--- config.mk ---
export PLATFORM = sky130hd
export DESIGN_NAME = serial_flash_command_hold
export DESIGN_NICKNAME = d
export VERILOG_FILES = /design/src/core/serial_flash_command_hold.v
export VERILOG_INCLUDE_DIRS = /design/src /design/src/core
export SDC_FILE = /design/constraint.sdc
export NUM_CORES = 1
export LEC_CHECK = 0
export CAP_MARGIN = 10
export CORE_ASPECT_RATIO = 0.75
export CORE_UTILIZATION = 25
export DETAILED_ROUTE_END_ITERATION = 12
export DONT_BUFFER_PORTS = 1
export RECOVER_POWER = 100
export SYNTH_ARGS = -nofsm -noshare
export SYNTH_HDL_FRONTEND = slang
export SYNTH_SLANG_ARGS = --single-unit
--- constraint.sdc ---
create_clock -name clk_i -period 4.8 [get_ports clk_i]
set_input_delay 0.24 -clock clk_i [delete_from_list [all_inputs] [get_ports clk_i]]
set_output_delay 0.24 -clock clk_i [all_outputs]
set_load 0.01 [all_outputs]
--- src/core/sflash_consts.vh ---
/*
 * Constants of the serial flash command front end: opcodes, byte counts,
 * dummy cycle counts, lane widths and reset values.
 * Assumes it is included by bare name into the design file.
 */
`ifndef SFLASH_CONSTS_VH
`define SFLASH_CONSTS_VH

// array commands, then the parameter-table read
`define OP_NORMAL_READ         8'h03
`define OP_FAST_READ           8'h0b
`define OP_DUAL_ADDR_DATA_READ 8'hbb
`define OP_DUAL_OUTPUT_READ    8'h3b
`define OP_QUAD_ADDR_DATA_READ 8'heb
`define OP_QUAD_OUTPUT_READ    8'h6b
`define OP_PAGE_PROGRAM        8'h02
`define OP_QUAD_PAGE_PROGRAM   8'h38
`define OP_SECTOR_ERASE_4K     8'h20
`define OP_BLOCK_ERASE_32K     8'h52
`define OP_BLOCK_ERASE_64K     8'hd8
`define OP_CHIP_ERASE_A        8'h60
`define OP_CHIP_ERASE_B        8'hc7
`define OP_PARAM_TABLE_READ    8'h5a
// register and setting commands
`define OP_SET_WRITE_LATCH     8'h06
`define OP_CLEAR_WRITE_LATCH   8'h04
`define OP_STATUS_READ         8'h05
`define OP_CONFIG_READ         8'h15
`define OP_STATUS_CONFIG_WRITE 8'h01
`define OP_SUSPEND_A           8'h75
`define OP_SUSPEND_B           8'hb0
`define OP_RESUME_A            8'h7a
`define OP_RESUME_B            8'h30
`define OP_DEEP_SLEEP_ENTRY    8'hb9
`define OP_BURST_LENGTH_SET    8'hc0

// byte and cycle counts (cnt is 4 bits)
`define CNT_ZERO               4'h0
`define CNT_ONE                4'h1
`define ADDR_LAST              4'h2
`define VAL_NONE               4'h0
`define VAL_STATUS_CONFIG      4'h2
`define VAL_BURST              4'h1
`define DUMMY_NONE             4'h0
`define DUMMY_FAST             4'h8
`define DUMMY_DUAL_IO          4'h4
`define DUMMY_QUAD_IO          4'h6
`define DUMMY_PARAM            4'h8

// lane widths, as bits moved per serial clock
`define LANES_1                3'h1
`define LANES_2                3'h2
`define LANES_4                3'h4
`define POS_ZERO               3'h0

// reset values
`define BURST_LEN_RST          8'h00
`define ADDR_RST               24'h000000
`define BYTE_RST               8'h00

// read buffer
`define RDBUF_WIDTH            8
`define RDBUF_DEPTH            16
`define RDBUF_AW               4

`endif

--- src/core/serial_flash_command_hold.v ---
/*
 * Serial flash command front end with pause (hold) support, plus the
 * read-data FIFO that feeds its output shifter.
 * Assumes all pins are asynchronous to clk_i and that clk_i runs much faster
 * than the serial clock; the pad ring resolves io levels from io_oe_n_o.
 */
`timescale 1ns/1ns
`include "sflash_consts.vh"

module sf_byte_fifo #(
  parameter WIDTH = 8,
  parameter DEPTH = 16,
  parameter AW    = 4
) (
  // clock and reset
  input  wire             clk_i,
  input  wire             rstn_i,
  input  wire             flush_i,
  // fill side
  input  wire [WIDTH-1:0] in_data_i,
  input  wire             in_valid_i,
  output wire             in_ready_o,
  // drain side
  output wire [WIDTH-1:0] out_data_o,
  output wire             out_valid_o,
  input  wire             out_ready_i
);
  reg [WIDTH-1:0] mem_q [0:DEPTH-1];
  reg [AW-1:0]    wp_q;
  reg [AW-1:0]    rp_q;
  reg [AW:0]      cnt_q;
  wire            push = in_valid_i & in_ready_o;
  wire            pop  = out_valid_o & out_ready_i;

  assign in_ready_o  = (cnt_q != DEPTH[AW:0]) & ~flush_i;
  assign out_valid_o = (cnt_q != {(AW+1){1'b0}});
  assign out_data_o  = mem_q[rp_q];

  always @(posedge clk_i) begin
    if (push) begin
      mem_q[wp_q] <= in_data_i;
    end
  end

  always @(posedge clk_i or negedge rstn_i) begin
    if (!rstn_i) begin
      wp_q  <= {AW{1'b0}};
      rp_q  <= {AW{1'b0}};
      cnt_q <= {(AW+1){1'b0}};
    end else if (flush_i) begin
      wp_q  <= {AW{1'b0}};
      rp_q  <= {AW{1'b0}};
      cnt_q <= {(AW+1){1'b0}};
    end else begin
      if (push) wp_q <= wp_q + 1'b1;
      if (pop) rp_q <= rp_q + 1'b1;
      if (push & ~pop) cnt_q <= cnt_q + 1'b1;
      else if (pop & ~push) cnt_q <= cnt_q - 1'b1;
    end
  end
endmodule

// Notes on behaviour
// pause freezes the serial interface only; executor keeps running.
// pause starts with chip select low, pause low and serial clock low.
// pause ends once pause input is high and serial clock is low.
// data output lanes float whenever the pause input is low outside four-line mode.
// serial clock edges and input data are ignored while paused.
// chip select rising during a pause abandons the command silently.
// host must hold pause high and select low before a new command.
// pause input is ignored while four-line mode is selected.
// six read opcodes, three address bytes, all but normal read add dummies.
// reads stream bytes until deselect; quad address/data read has six dummies.
// per-read lane widths for address and data phases.
// program, sector erase and block erase opcodes each take three address bytes.
// chip erase accepted under two opcodes, no address.
// parameter-table read takes three address bytes and one dummy byte.
// one opcode sets and one clears the write enable latch.
// status and config reads; combined write takes two value bytes.
// two suspend opcodes and two resume opcodes are passed to the executor.
// deep sleep opcode, and burst length set with one value byte.
// sample on rising serial clock, drive on falling; modes 0 and 3.
// unknown opcode floats output and ignores the bus until next select.
// write-type commands execute only if deselect lands on a byte boundary.
// array commands are ignored while the executor is busy.
// everything moves most significant bit first, address high byte first.
module serial_flash_command_hold (
  // clock and reset
  input  wire        clk_i,
  input  wire        rstn_i,
  // serial pins
  input  wire        cs_n_i,
  input  wire        sclk_i,
  input  wire        hold_n_i,
  input  wire [3:0]  io_i,
  output wire [3:0]  io_o,
  output wire [3:0]  io_oe_n_o,
  // configuration and executor status
  input  wire        quad_mode_i,
  input  wire        busy_i,
  input  wire        wel_clr_i,
  input  wire [7:0]  status_i,
  input  wire [7:0]  config_i,
  output wire        write_enable_latch_o,
  output wire [7:0]  burst_len_o,
  output wire        hold_o,
  // command issue to the executor
  output wire        exec_valid_o,
  output wire [7:0]  exec_op_o,
  output wire [23:0] addr_o,
  output wire [7:0]  val0_o,
  output wire [7:0]  val1_o,
  // program data bytes
  output wire [7:0]  wr_data_o,
  output wire        wr_valid_o,
  // array read request and data
  output wire        rd_req_o,
  output wire        rd_param_o,
  input  wire [7:0]  rd_data_i,
  input  wire        rd_valid_i,
  output wire        rd_ready_o
);
  localparam [2:0] S_IDLE  = 3'h0;
  localparam [2:0] S_ADDR  = 3'h1;
  localparam [2:0] S_DUMMY = 3'h2;
  localparam [2:0] S_OUT   = 3'h3;
  localparam [2:0] S_IN    = 3'h4;
  localparam [2:0] S_END   = 3'h5;
  localparam [2:0] S_STBY  = 3'h6;

  // pins: hold, cs, sclk, io[3:0]
  reg  [6:0]  s1_q;
  reg  [6:0]  s2_q;
  reg         sclk_d_q;
  reg         cs_n_d_q;
  wire        hold_n_s = s2_q[6];
  wire        cs_n_s   = s2_q[5];
  wire        sclk_s   = s2_q[4];
  wire [3:0]  io_s     = s2_q[3:0];

  reg  [2:0]  st_q;
  reg  [2:0]  pos_q;
  reg  [3:0]  cnt_q;
  reg  [2:0]  lanes_q;
  reg  [7:0]  sh_q;
  reg  [7:0]  op_q;
  reg  [23:0] addr_q;
  reg  [2:0]  dl_q;
  reg  [3:0]  dum_q;
  reg         rd_q;
  reg         reg_q;
  reg         prog_q;
  reg  [3:0]  nval_q;
  reg         hold_q;
  reg         drive_q;
  reg  [7:0]  out_sh_q;
  reg  [3:0]  io_q;
  reg         wel_q;
  reg  [7:0]  burst_q;
  reg         exec_q;
  reg  [7:0]  val0_q;
  reg  [7:0]  val1_q;
  reg  [7:0]  wr_data_q;
  reg         wr_valid_q;
  reg         rd_req_q;

  // sampling edges are dropped while paused
  wire        live  = ~cs_n_s & ~hold_q;
  wire        rise  = live & sclk_s & ~sclk_d_q;
  wire        fall  = live & ~sclk_s & sclk_d_q;
  wire [2:0]  pos_nx = pos_q + lanes_q;
  wire        byte_done = (pos_nx == `POS_ZERO);

  // msb first on every lane count
  reg  [7:0]  in_byte;
  always @* begin
    case (lanes_q)
      `LANES_2: in_byte = {sh_q[5:0], io_s[1:0]};
      `LANES_4: in_byte = {sh_q[3:0], io_s[3:0]};
      default:  in_byte = {sh_q[6:0], io_s[0]};
    endcase
  end

  // opcode decode
  reg         d_ok;
  reg         d_addr;
  reg         d_rd;
  reg         d_reg;
  reg         d_prog;
  reg         d_arr;
  reg  [2:0]  d_al;
  reg  [2:0]  d_dl;
  reg  [3:0]  d_dum;
  reg  [3:0]  d_nval;
  always @* begin
    d_ok = 1'b1; d_addr = 1'b0; d_rd = 1'b0; d_reg = 1'b0; d_prog = 1'b0;
    d_arr = 1'b0; d_al = `LANES_1; d_dl = `LANES_1; d_dum = `DUMMY_NONE;
    d_nval = `VAL_NONE;
    case (in_byte)
      `OP_NORMAL_READ: begin d_addr = 1'b1; d_rd = 1'b1; d_arr = 1'b1; end
      `OP_FAST_READ: begin
        d_addr = 1'b1; d_rd = 1'b1; d_arr = 1'b1; d_dum = `DUMMY_FAST;
      end
      `OP_DUAL_ADDR_DATA_READ: begin
        d_addr = 1'b1; d_rd = 1'b1; d_arr = 1'b1; d_dum = `DUMMY_DUAL_IO;
        d_al = `LANES_2; d_dl = `LANES_2;
      end
      `OP_DUAL_OUTPUT_READ: begin
        d_addr = 1'b1; d_rd = 1'b1; d_arr = 1'b1; d_dum = `DUMMY_FAST;
        d_dl = `LANES_2;
      end
      `OP_QUAD_ADDR_DATA_READ: begin
        d_addr = 1'b1; d_rd = 1'b1; d_arr = 1'b1; d_dum = `DUMMY_QUAD_IO;
        d_al = `LANES_4; d_dl = `LANES_4;
      end
      `OP_QUAD_OUTPUT_READ: begin
        d_addr = 1'b1; d_rd = 1'b1; d_arr = 1'b1; d_dum = `DUMMY_FAST;
        d_dl = `LANES_4;
      end
      `OP_PARAM_TABLE_READ: begin
        d_addr = 1'b1; d_rd = 1'b1; d_dum = `DUMMY_PARAM;
      end
      `OP_PAGE_PROGRAM: begin d_addr = 1'b1; d_prog = 1'b1; d_arr = 1'b1; end
      `OP_QUAD_PAGE_PROGRAM: begin
        d_addr = 1'b1; d_prog = 1'b1; d_arr = 1'b1;
        d_al = `LANES_4; d_dl = `LANES_4;
      end
      `OP_SECTOR_ERASE_4K, `OP_BLOCK_ERASE_32K, `OP_BLOCK_ERASE_64K: begin
        d_addr = 1'b1; d_arr = 1'b1;
      end
      `OP_CHIP_ERASE_A, `OP_CHIP_ERASE_B: d_arr = 1'b1;
      `OP_STATUS_READ, `OP_CONFIG_READ: d_reg = 1'b1;
      `OP_STATUS_CONFIG_WRITE: d_nval = `VAL_STATUS_CONFIG;
      `OP_BURST_LENGTH_SET: d_nval = `VAL_BURST;
      `OP_SET_WRITE_LATCH, `OP_CLEAR_WRITE_LATCH, `OP_DEEP_SLEEP_ENTRY,
      `OP_SUSPEND_A, `OP_SUSPEND_B, `OP_RESUME_A, `OP_RESUME_B: d_ok = 1'b1;
      default: d_ok = 1'b0;
    endcase
  end

  // output byte source: register value repeats, array data comes buffered
  wire [7:0]  fifo_data;
  wire        fifo_valid;
  wire        out_load = fall & (st_q == S_OUT) & (pos_q == `POS_ZERO);
  wire        fifo_pop = out_load & rd_q;
  wire [7:0]  reg_byte = (op_q == `OP_CONFIG_READ) ? config_i : status_i;
  wire [7:0]  rd_byte  = fifo_valid ? fifo_data : `BYTE_RST;
  wire [7:0]  nb = out_load ? (reg_q ? reg_byte : rd_byte) : out_sh_q;

  sf_byte_fifo #(
    .WIDTH (`RDBUF_WIDTH),
    .DEPTH (`RDBUF_DEPTH),
    .AW    (`RDBUF_AW)
  ) u_rdbuf (
    .clk_i       (clk_i),
    .rstn_i      (rstn_i),
    .flush_i     (cs_n_s),
    .in_data_i   (rd_data_i),
    .in_valid_i  (rd_valid_i),
    .in_ready_o  (rd_ready_o),
    .out_data_o  (fifo_data),
    .out_valid_o (fifo_valid),
    .out_ready_i (fifo_pop)
  );

  // the early pause check uses the synced pin so lanes float at once
  wire        pause_pin = ~hold_n_s & ~quad_mode_i;
  wire [3:0]  lane_mask = (dl_q == `LANES_4) ? 4'hf :
                          (dl_q == `LANES_2) ? 4'h3 : 4'h2;
  wire        drive_en  = drive_q & ~cs_n_s & ~hold_q & ~pause_pin;
  assign io_oe_n_o = ~(lane_mask & {4{drive_en}});
  assign io_o      = io_q;

  wire        end_ok = (st_q == S_END) |
                       ((st_q == S_IN) & prog_q & (pos_q == `POS_ZERO) &
                        (cnt_q != `CNT_ZERO));

  always @(posedge clk_i or negedge rstn_i) begin
    if (!rstn_i) begin
      s1_q <= 7'h7f; s2_q <= 7'h7f; sclk_d_q <= 1'b0; cs_n_d_q <= 1'b1;
      st_q <= S_IDLE; pos_q <= `POS_ZERO; cnt_q <= `CNT_ZERO;
      lanes_q <= `LANES_1; sh_q <= `BYTE_RST; op_q <= `BYTE_RST;
      addr_q <= `ADDR_RST; dl_q <= `LANES_1;
      dum_q <= `DUMMY_NONE; rd_q <= 1'b0; reg_q <= 1'b0; prog_q <= 1'b0;
      nval_q <= `VAL_NONE; hold_q <= 1'b0; drive_q <= 1'b0;
      out_sh_q <= `BYTE_RST; io_q <= 4'h0; wel_q <= 1'b0;
      burst_q <= `BURST_LEN_RST; exec_q <= 1'b0; val0_q <= `BYTE_RST;
      val1_q <= `BYTE_RST; wr_data_q <= `BYTE_RST; wr_valid_q <= 1'b0;
      rd_req_q <= 1'b0;
    end else begin
      s1_q <= {hold_n_i, cs_n_i, sclk_i, io_i};
      s2_q <= s1_q;
      sclk_d_q <= sclk_s;
      cs_n_d_q <= cs_n_s;
      exec_q <= 1'b0;
      wr_valid_q <= 1'b0;
      rd_req_q <= 1'b0;
      // level form of the pause gives the deferral while sclk is high
      if (cs_n_s | quad_mode_i) hold_q <= 1'b0;
      else if (!sclk_s) hold_q <= ~hold_n_s;
      if (wel_clr_i) wel_q <= 1'b0;
      if (cs_n_s) begin
        // executor keeps running; only interface state is dropped
        if (!cs_n_d_q && !hold_q && end_ok) begin
          exec_q <= 1'b1;
          if (op_q == `OP_SET_WRITE_LATCH) wel_q <= 1'b1;
          if (op_q == `OP_CLEAR_WRITE_LATCH) wel_q <= 1'b0;
          if (op_q == `OP_BURST_LENGTH_SET) burst_q <= val0_q;
        end
        st_q <= S_IDLE; pos_q <= `POS_ZERO; cnt_q <= `CNT_ZERO;
        lanes_q <= `LANES_1; drive_q <= 1'b0;
      end else if (rise) begin
        sh_q <= in_byte;
        pos_q <= pos_nx;
        case (st_q)
          S_IDLE: if (byte_done) begin
            op_q <= in_byte; dl_q <= d_dl; dum_q <= d_dum;
            rd_q <= d_rd; reg_q <= d_reg; prog_q <= d_prog; nval_q <= d_nval;
            cnt_q <= `CNT_ZERO;
            if (!d_ok || (d_arr && busy_i)) st_q <= S_STBY;
            else if (d_addr) begin st_q <= S_ADDR; lanes_q <= d_al; end
            else if (d_reg) begin st_q <= S_OUT; lanes_q <= d_dl; end
            else if (d_nval != `VAL_NONE) st_q <= S_IN;
            else st_q <= S_END;
          end
          S_ADDR: if (byte_done) begin
            addr_q <= {addr_q[15:0], in_byte};
            cnt_q <= cnt_q + `CNT_ONE;
            if (cnt_q == `ADDR_LAST) begin
              cnt_q <= `CNT_ZERO;
              rd_req_q <= rd_q;
              lanes_q <= dl_q;
              if (rd_q && dum_q != `DUMMY_NONE) st_q <= S_DUMMY;
              else if (rd_q) st_q <= S_OUT;
              else if (prog_q) st_q <= S_IN;
              else st_q <= S_END;
            end
          end
          S_DUMMY: begin
            pos_q <= `POS_ZERO;
            cnt_q <= cnt_q + `CNT_ONE;
            if (cnt_q == dum_q - `CNT_ONE) st_q <= S_OUT;
          end
          S_IN: if (byte_done) begin
            wr_data_q <= in_byte;
            wr_valid_q <= prog_q;
            if (prog_q) cnt_q <= `CNT_ONE;
            else begin
              cnt_q <= cnt_q + `CNT_ONE;
              if (cnt_q == `CNT_ZERO) val0_q <= in_byte;
              else val1_q <= in_byte;
              if (cnt_q == nval_q - `CNT_ONE) st_q <= S_END;
            end
          end
          S_END: st_q <= S_STBY;
          S_OUT: pos_q <= pos_q;
          default: st_q <= S_STBY;
        endcase
      end else if (fall && st_q == S_OUT) begin
        drive_q <= 1'b1;
        pos_q <= pos_q + lanes_q;
        out_sh_q <= nb << lanes_q;
        case (lanes_q)
          `LANES_4: io_q <= nb[7:4];
          `LANES_2: io_q <= {2'b00, nb[7:6]};
          default:  io_q <= {2'b00, nb[7], 1'b0};
        endcase
      end
    end
  end

  assign write_enable_latch_o = wel_q;
  assign burst_len_o = burst_q;
  assign hold_o      = hold_q;
  assign exec_valid_o = exec_q;
  assign exec_op_o   = op_q;
  assign addr_o      = addr_q;
  assign val0_o      = val0_q;
  assign val1_o      = val1_q;
  assign wr_data_o   = wr_data_q;
  assign wr_valid_o  = wr_valid_q;
  assign rd_req_o    = rd_req_q;
  assign rd_param_o  = (op_q == `OP_PARAM_TABLE_READ);
endmodule

* Word level (Yosys, flattened, before mapping)
Memory sizes are Yosys's and may differ from the RTL's.
Cells that the tools add are included.
** Operators by class
- Bitwise logic cells :: 36
- Equal/unequal tests :: 56
- Add/sub/neg operators :: 8
- Reduce and logical (&&, ||, !) cells :: 48
- Shift operators :: 1
- Mux-type cells :: 86
** Operator list (number)
- $mux W3 :: 25
- $eq A8 B8 Y1 const B :: 8
- $eq A8 B7 Y1 const B :: 7
- $mux W4 :: 12
- $eq A8 B3 Y1 const B :: 5
- $eq A8 B6 Y1 const B :: 4
- $mux W1 :: 32
- $mux W8 :: 4
- $reduce_or A25 Y1 :: 1
- $ne A3 B3 Y1 const B :: 8
- $pmux W3 S2 :: 4
- $and A1 B1 Y1 :: 20
- $eq A8 B2 Y1 const B :: 2
- $eq A8 B5 Y1 const B :: 2
- $pmux W4 S4 :: 1
- $pmux W8 S2 :: 1
- $mux W5 :: 3
- $pmux W3 S5 :: 1
- $reduce_or A13 Y1 :: 1
- $add A4 B1 Y4 const B :: 3
- $eq A3 B2 Y1 const B :: 4
- $eq A3 B3 Y1 const B :: 4
- $not A1 Y1 :: 12
- $pmux W4 S3 :: 1
- other kinds (41) :: 70
** Word-level totals
- RAM bits :: 128
- Word-level logic and storage cells :: 268
- Memories :: 1
- Input bits :: 37
- Bits in registers :: 145
- Output and inout bits :: 79
** Memories
- u_rdbuf.mem_q :: words 16, width 8, rd ports 1, clocked after memory_dff 0, write ports 1, line serial_flash_command_hold.v:28 : reg [WIDTH-1:0] mem_q [0:DEPTH-1];

* Longest topological paths before layout
Gate-level depths: netlist of run 1.
- Depth after elaboration :: 13
- Gate-level depth with buffers :: 16
- Gate-level depth less buffers :: 14

* Cells and area by module
Synthesis of run 1 repeated with hierarchy kept, for this count alone.
** Second synthesis, totals
- Cells, all modules :: 960
- Area, all modules :: 12612.1 um^2
** By module, submodules not included
- serial_flash_command_hold :: times used 1, sequential area each 3249.4 um^2, area an instance 6658.9 um^2, cells each 668
- sf_byte_fifo :: times used 1, sequential area each 4169.0 um^2, area an instance 5953.2 um^2, cells each 292

* Least setup slack after synthesis of run 1
No wires, ideal clock.
- Path kind :: register -> register
- From :: reg pos_q[0]
- To :: reg val1_q[0] (netlist: val1_o[0])
- Clock period less this slack :: 3.377 ns
- Path slack :: 1.423 ns
- Path buffers :: 1
- Setup time :: 0.125 ns
- Required time :: 4.675 ns
- Stages on the path, launching flop included :: 11
- Arrival time :: 3.252 ns
- Cells stage by stage :: dfrtp_1 > ha_1 > fa_1 > xnor2_1 > xnor2_1 > or3_1 > or3_1 > or2_2 > buf_2 > nor3b_2 > mux2_2
** Between the ends
- Longest elaborated chain between the ends :: 3
** RTL lines
- from (decl) :: line serial_flash_command_hold.v:142 : reg [2:0] pos_q;
- from (signal assigned) :: line serial_flash_command_hold.v:314 : pos_q <= pos_nx;
- from (signal assigned) :: line serial_flash_command_hold.v:340 : pos_q <= `POS_ZERO;
- from (signal assigned) :: line serial_flash_command_hold.v:356 : S_OUT: pos_q <= pos_q;
- $add A3 B3 Y3 :: line serial_flash_command_hold.v:171 : wire [2:0] pos_nx = pos_q + lanes_q;
- $logic_not A3 Y1 (no source line)
- $reduce_and A6 Y1 (no source line)
- to (signal assigned) :: line serial_flash_command_hold.v:351 : else val1_q <= in_byte;
- to (decl) :: line serial_flash_command_hold.v:162 : reg [7:0] val1_q;
No other way between the ends.
A chain may end at the register's enable or synchronous reset.

* Final worst setup path of run 1
- From :: reg lanes_q[2]
- To :: reg st_q[0]
** Between the ends
- Longest elaborated chain between the ends :: 13
- Elaborated cells between the ends (all ways) :: 55
- Classes of those cells :: add/sub: 1; eq/ne: 30; mux: 14; reduce/logical: 10
** RTL lines
- from (decl) :: line serial_flash_command_hold.v:144 : reg [2:0] lanes_q;
- from (signal assigned) :: line serial_flash_command_hold.v:282 : lanes_q <= `LANES_1; sh_q <= `BYTE_RST; op_q <= `BYTE_RST;
- from (signal assigned) :: line serial_flash_command_hold.v:332 : lanes_q <= dl_q;
- $eq A3 B3 Y1 or $eq A3 B2 Y1 (tied branches) :: line serial_flash_command_hold.v:177 : case (lanes_q)
- $pmux W8 S2 :: line serial_flash_command_hold.v:177
- $eq A8 B8 Y1 or $eq A8 B1 Y1 (tied branches) :: line serial_flash_command_hold.v:199 : case (in_byte)
- $pmux W2 S2 :: line serial_flash_command_hold.v:199
- $reduce_bool A4 Y1 (no source line)
- $mux W1 :: line serial_flash_command_hold.v:323 : else if (d_nval != `VAL_NONE) st_q <= S_IN;
- $mux W3 :: line serial_flash_command_hold.v:322 : else if (d_reg) begin st_q <= S_OUT; lanes_q <= d_dl; end
- $mux W3 :: line serial_flash_command_hold.v:321 : else if (d_addr) begin st_q <= S_ADDR; lanes_q <= d_al; end
- $mux W3 :: line serial_flash_command_hold.v:320 : if (!d_ok || (d_arr && busy_i)) st_q <= S_STBY;
- $mux W3 :: line serial_flash_command_hold.v:316 : S_IDLE: if (byte_done) begin
- $pmux W3 S5 :: line serial_flash_command_hold.v:315 : case (st_q)
- $mux W3 :: line serial_flash_command_hold.v:312 : end else if (rise) begin
- $mux W3 :: line serial_flash_command_hold.v:302 : if (cs_n_s) begin
- to (signal assigned) :: line serial_flash_command_hold.v:310 : st_q <= S_IDLE; pos_q <= `POS_ZERO; cnt_q <= `CNT_ZERO;
- to (signal assigned) :: line serial_flash_command_hold.v:320
- to (signal assigned) :: line serial_flash_command_hold.v:321
- to (decl) :: line serial_flash_command_hold.v:141 : reg [2:0] st_q;
Several ways; a longest one is shown, not always the timed one. The select of a mux whose other input is x is not followed.

==> flow_summary.ini, run 1 <==
[yosys]
syn-instance-count = 951
synthSimpleGateAreaFrac_pct = 11.4
yosysMostFrequentCell = edfxtp_1
ys_seq_elements = 270
synthesis.nets = 1005
synthesis.area_um2 = 12200
synth_compound_area_share_pct = 9.51
synth_xor_xnor_area_share_pct = 1.35
yosysSeqAreaShare_pct = 60.6
ys_top_cells_by_count = 128 x edfxtp_1, 125 x dfrtp_1, 89 x nand2_1
synth.area.mux_share_pct = 12.7
synth_cell_type_count = 71
synth_top_family_by_area = multiplexers
synth-main-ff-cell = edfxtp_1
async_flop_share_pct = 52.6
synthAdderAreaFrac_pct = 1.86
synth_edf_count = 128
syn_area_per_cell_um2 = 12.9
yosysWarningCount = 0
yosys.area.top_type = edfxtp_1
yosysTopAreaCellShare_pct = 31.4
synthTopCellsByArea = edfxtp_1 31%, dfrtp_1 26%, mux4_2 7.4%

[floorplanning]
ios = 116
start_util_pct = 25.6
floorplan.die_area_um2 = 49900
rows = 69
die_h_um = 194
die_w_um = 258
core-area_um2 = 47800

[cts]
cts_sinks = 270
clock_latency_ps = 560
numCtsBuffers = 30
cts_resized = 0
htreeDepth = 1
clkSlewWorstSetupHoldPaths_ps = 60
cts-root-buf = clkbuf_16
cts_max_path_buffers = 3
cts_tree = done

[power]
total_power_mw = 5.96
ir_worst_vdd_mv = 0.267
power.leakage_nw = 5.19
powerDensity_nw_per_um2 = 422

[placed_design]
gp_congestion = 0.872
dp_slack_ps = 825
port_buffers = 0
hpwl_um = 20700

[finish]
final_util_pct = 29.5
multiInputGateArea_um2 = 4490
drive_gt1_share_pct = 16.9
nNetsFinal = 1014
regArea_um2 = 7420
fillers = 4834
area_growth_pct = 15.4

[sta]
fmax_mhz = 234
worst_slew_pin_slew_ps = 1760
fin_setup_tns_ps = 0
finClkSkew_ps = 28.6
setup_viol = 0
hold_violations = 0
period_needed_ps = 4270
fin_crit_sh_pct = 88.9
slew_viol_final = 34
fin_hold_ws_ps = 60.8
rsz0062_at_grt = no
worst_slack_ps = 532
slew_headroom_pct = -17.1

[critical_path]
cp_max_fo = 27
required_ps = 5230
cp-end-kind = register
path_buf_inv = 0
crit_chain = xnor2_2 -> or2_0 -> a21oi_1 -> or4_1 -> a2111oi_0 -> or3_2 -> o41ai_4 -> nor3_1 -> a221o_1
critPathArrivalTime_ps = 4700
critPathMaxStageDelay_ps = 890
cpLargestDelayFamily = compound AO/OA/AOI/OAI gates
worst_setup_path_start_kind = register
slowest_stage = dfrtp_1
path_class = register to register

[detailed_routing]
drt_first_pass_iters = 6
drt-total-wl_um = 29900
wl_per_cell_um = 18.4
vias = 7647
via_per_inst = 4.72
drc = 0
postRouteAntennaNets = 0
initialDrtViolationCount = 707

[global_routing]
antenna_found_initial = 2
grtUsageTotal_pct = 11.9
grt_max_degree = 143
first_global_vias = 7609
gr-total-overflow = 0
grt_pass1_wl_um = 46500

[status]
violations = max-capacitance violations, max-slew violations
status = finished, violations left

[flow_run]
maxCapViolCount = 1

[hold_path]
hold_class = input port to register
[stage by stage]
stage	std cells	cell area [µm²]
4_1_cts	1619	14200
2_1_floorplan	951	12200
6_report	1620	14100
5_1_grt	1620	14100
3_3_place_gp	1547	12900
3_5_place_dp	1547	12900
[worst register-to-register path, cell delays in order, from the launching register on]
cell	delay (ps)
dfrtp_1	890
xnor2_2	200
or2_0	360
a21oi_1	830
or4_1	230
a2111oi_0	140
or3_2	540
o41ai_4	600
nor3_1	100
a221o_1	270
[sequential cells by signal, indices dropped and copies added (netlist names), 8 cells and up]
name	cells
u_rdbuf.mem_q	128
addr_o	24
burst_len_o	8
exec_op_o	8
out_sh_q	8
val0_o	8
val1_o	8
wr_data_o	8
[cells in the final DEF, fill, tap and decap left out, types with 6 or more instances in the layout]
cell type / instances
mux4_2: 40
nand2_1: 89
nand4_1: 6
a21o_1: 6
mux2i_1: 11
nor3_1: 21
nor4_1: 6
nand2b_1: 10
clkbuf_1: 12
bufinv_16: 6
edfxtp_1: 128
a21oi_1: 42
nor2b_1: 10
dfrtp_1: 124
ha_1: 15
xnor2_1: 10
nand3b_1: 12
clkinv_2: 6
clkbuf_16: 30
o31ai_1: 10
nand3_1: 25
a31oi_1: 7
xor2_1: 7
inv_1: 20
dfstp_2: 15
o211ai_1: 7
o21ai_0: 69
a221oi_1: 7
nor2_1: 70
a22o_1: 6
mux2_2: 48
dlygate4sd3_1: 19
[worst paths after layout]
path,startpoint,to,slack [ps],cells after the start
worst max-delay path,lanes_q[2],st_q[0],530,9
min in group asynchronous,rstn_i,wr_data_o[7],400,2
worst min register to register,s1_q[2],s2_q[2],350,0
max in group asynchronous,rstn_i,u_rdbuf.rp_q[1],3820,2
worst min-delay path,busy_i,lanes_q[2],60,3
worst max register to register,lanes_q[2],st_q[0],530,9
[area by class of cell]
type | count | share of cell area [%]
inverters | 22 | 0.585
clock inverters | 16 | 1.69
well taps | 639 | 5.66
flip-flops and latches | 270 | 52.5
clock buffers | 36 | 5.62
repair buffers | 33 | 2.11
diodes | 1 | 0.0177
multi-input cells | 603 | 31.8
[what timing repair did]
item | in CTS | in global routing
setup buffers | 0 | 0
hold buffers | 20 | 0
endpoints found under the setup margin | 0 | 0
endpoints found under the hold margin | 280 | 0
[cells by family (layout without fill, tap and decap cells)]
group,count (synthesis),count (layout)
DFF,270,270
xor gates and xnor gates,18,18
adders and majority gates,17,17
buffers and inverters,78,107
and+or+nand+nor,284,284
muxes,99,99
AOI/OAI and AO/OA,185,185
other,0,1
[metal layers]
layer	track usage, %	vias to the layer above	routed length, µm
met3	2.76	39	2320
met5	0	-	17
met1	17.3	3806	13800
li1	-	3564	-
met2	17.7	236	13200
met4	3.02	2	493
[power breakdown]
group	internal [mW]	leakage (nW)	switching [mW]	total [mW]
clock network	1.49	0.507	0.898	2.39
logic	0.303	1.66	0.502	0.805
registers	2.57	3.03	0.195	2.77
total	4.36	5.19	1.59	5.96
(Power assumes the default switching activity.)
==> run 2, diff against run 1 <==
CTS_BUF_LIST = sky130_fd_sc_hd__clkbuf_16   (was default)
==> run 2 against run 1 <==
The run still ends with max-capacitance violations, max-slew violations left. Clock skew is essentially flat. Clock-buffer cell count is 6 lower. Worst setup slack better by 4.6 ps. Clock power fell by 2%. Sequential share of layout area rose by 0.074 points. Sequential power barely moved. Sequential cell count unchanged. Total power is 0.67% lower. Global-route usage did not move. Combinational power hardly changed. First-iteration DRC count is 0.42% lower.
==> flow_summary.ini, run 2 (same netlist as run 1, synthesis figures left out) <==
[critical_path]
worst_setup_path_start_kind = register
required_ps = 5230
cp-end-kind = register
slowest_stage = dfrtp_1
reg2reg_depth = 9
critPathMaxStageDelay_ps = 890
path_class = register to register
critPathArrivalTime_ps = 4690
crit_chain = xnor2_2 -> or2_0 -> a21oi_1 -> or4_1 -> a2111oi_0 -> or3_2 -> o41ai_4 -> nor3_1 -> a221o_1
cp_max_fo = 27

[power]
total_power_mw = 5.92
clkPwrFrac_pct = 39.7
switching_share_pct = 27.0
p_seq_share_pct = 46.7
powerDensity_nw_per_um2 = 419
ir_worst_vdd_mv = 0.266
p_comb_share_pct = 13.6
p_int_mw = 4.32
power_switching_mw = 1.60
power.leakage_nw = 5.20

[global_routing]
antenna_found_initial = 2
grt_max_degree = 143
grtUsageTotal_pct = 11.9
first_global_vias = 7609
grt_pass1_wl_um = 46500
gr-total-overflow = 0

[finish]
max_flop_register = u_rdbuf.mem_q
drive_gt1_share_pct = 16.7
final_cell_mix = 128 x edfxtp_1, 124 x dfrtp_1, 89 x nand2_1
largest_register_ffs = 128
final_common_cell = edfxtp_1
nNetsFinal = 1014
area_growth_pct = 15.2
layout.cells.non_filler = 1620

[floorplanning]
start_util_pct = 25.6
die_w_um = 258
rows = 69
core-area_um2 = 47800
floorplan.die_area_um2 = 49900
ios = 116
die_h_um = 194

[cts]
cts-root-buf = clkbuf_16
clock_latency_ps = 560
cts_sinks = 270
cts_setup_buffers = 0
cts_max_path_buffers = 3
cts_tree = done
numCtsBuffers = 30
clkSlewWorstSetupHoldPaths_ps = 60
htreeDepth = 1

[sta]
fmax_mhz = 235
slew_headroom_pct = -17.0
fin_setup_tns_ps = 0
fin_crit_sh_pct = 88.8
period_needed_ps = 4260
rsz0062_at_grt = no
setup_viol = 0
finClkSkew_ps = 28.9
worst_slew_pin_slew_ps = 1760
fin_hold_ws_ps = 57.7
slew_viol_final = 34
hold_violations = 0

[detailed_routing]
drc = 0
via_per_inst = 4.74
drt-total-wl_um = 29900
vias = 7673
wl_per_cell_um = 18.5
drt_first_pass_iters = 5
initialDrtViolationCount = 704
postRouteAntennaNets = 0

[hold_path]
hold_class = input port to register
hold_depth = 3

[placed_design]
dp_cells = 1547
port_buffers = 0
gp_congestion = 0.872
hpwl_um = 20700

[status]
status = finished, violations left
violations = max-capacitance violations, max-slew violations

[flow_run]
maxCapViolCount = 1
run 2: cell types whose count changed in the layout (fill, tap and decap cells not counted), sizes merged:
cell    before  now
inv         20   24
clkinv      11   13
clkbuf      44   38
run 2: layout make-up:
| class | instances | area [µm²] |
|---|---|---|
| clock inverters | 22 | 262 |
| flip-flops and latches | 270 | 7420 |
| inverters | 22 | 82.6 |
| clock buffers | 30 | 751 |
| repair buffers | 33 | 298 |
| fillers | 4836 | 33700 |
| multi-input cells | 603 | 4490 |
| well taps | 639 | 800 |
| diodes | 1 | 2.50 |
run 2: final timing paths:
| path | from | endpoint | slack (ps) |
|---|---|---|---|
| min | busy_i | lanes_q[2] | 60 |
| max | lanes_q[2] | st_q[0] | 540 |
| min in group asynchronous | rstn_i | wr_data_o[7] | 400 |
| min reg2reg | s1_q[2] | s2_q[2] | 350 |
| max reg2reg | lanes_q[2] | st_q[0] | 540 |
| max in group asynchronous | rstn_i | u_rdbuf.rp_q[1] | 3820 |
run 2: critical path, delay by kind of cell, from the launching register on:
| kind | cells | cell delay, ps |
|---|---|---|
| AOI/OAI and AO/OA | 4 | 1840 |
| xor gates and xnor gates | 1 | 200 |
| and+or+nand+nor | 4 | 1220 |
| DFF | 1 | 890 |
run 2: layer usage:
metal / up-vias / wire (µm) / track usage (%)
met5: - / 17 / 0
met4: 2 / 494 / 3.02
met3: 37 / 2370 / 2.76
met2: 247 / 13200 / 17.7
met1: 3823 / 13800 / 17.3
li1: 3564 / - / -
run 2: per-stage QoR:
step | cell area (µm²) | setup slack [ps] | utilization, %
floorplan | 12200 | 1420 | -
global placement | 12900 | 952 | 27.0
detailed placement | 12900 | 825 | 27.0
CTS | 14200 | 806 | 29.6
global route | 14100 | 255 | 29.5
finish | 14100 | 536 | 29.5
run 2: power groups by stage:
stage / clock network, mW / logic [mW] / registers, mW
2_1_floorplan: 0 / 0.605 / 2.72
3_3_place_gp: 0 / 0.736 / 2.81
3_5_place_dp: 0 / 0.752 / 2.81
4_1_cts: 2.41 / 0.811 / 2.77
5_1_grt: 2.50 / 0.906 / 2.79
6_report: 2.35 / 0.805 / 2.77
run 2: repair_timing:
item                                   CTS  global route
gates resized for setup                  0             0
endpoints found under the hold margin  280             0
hold buffers                            20             0
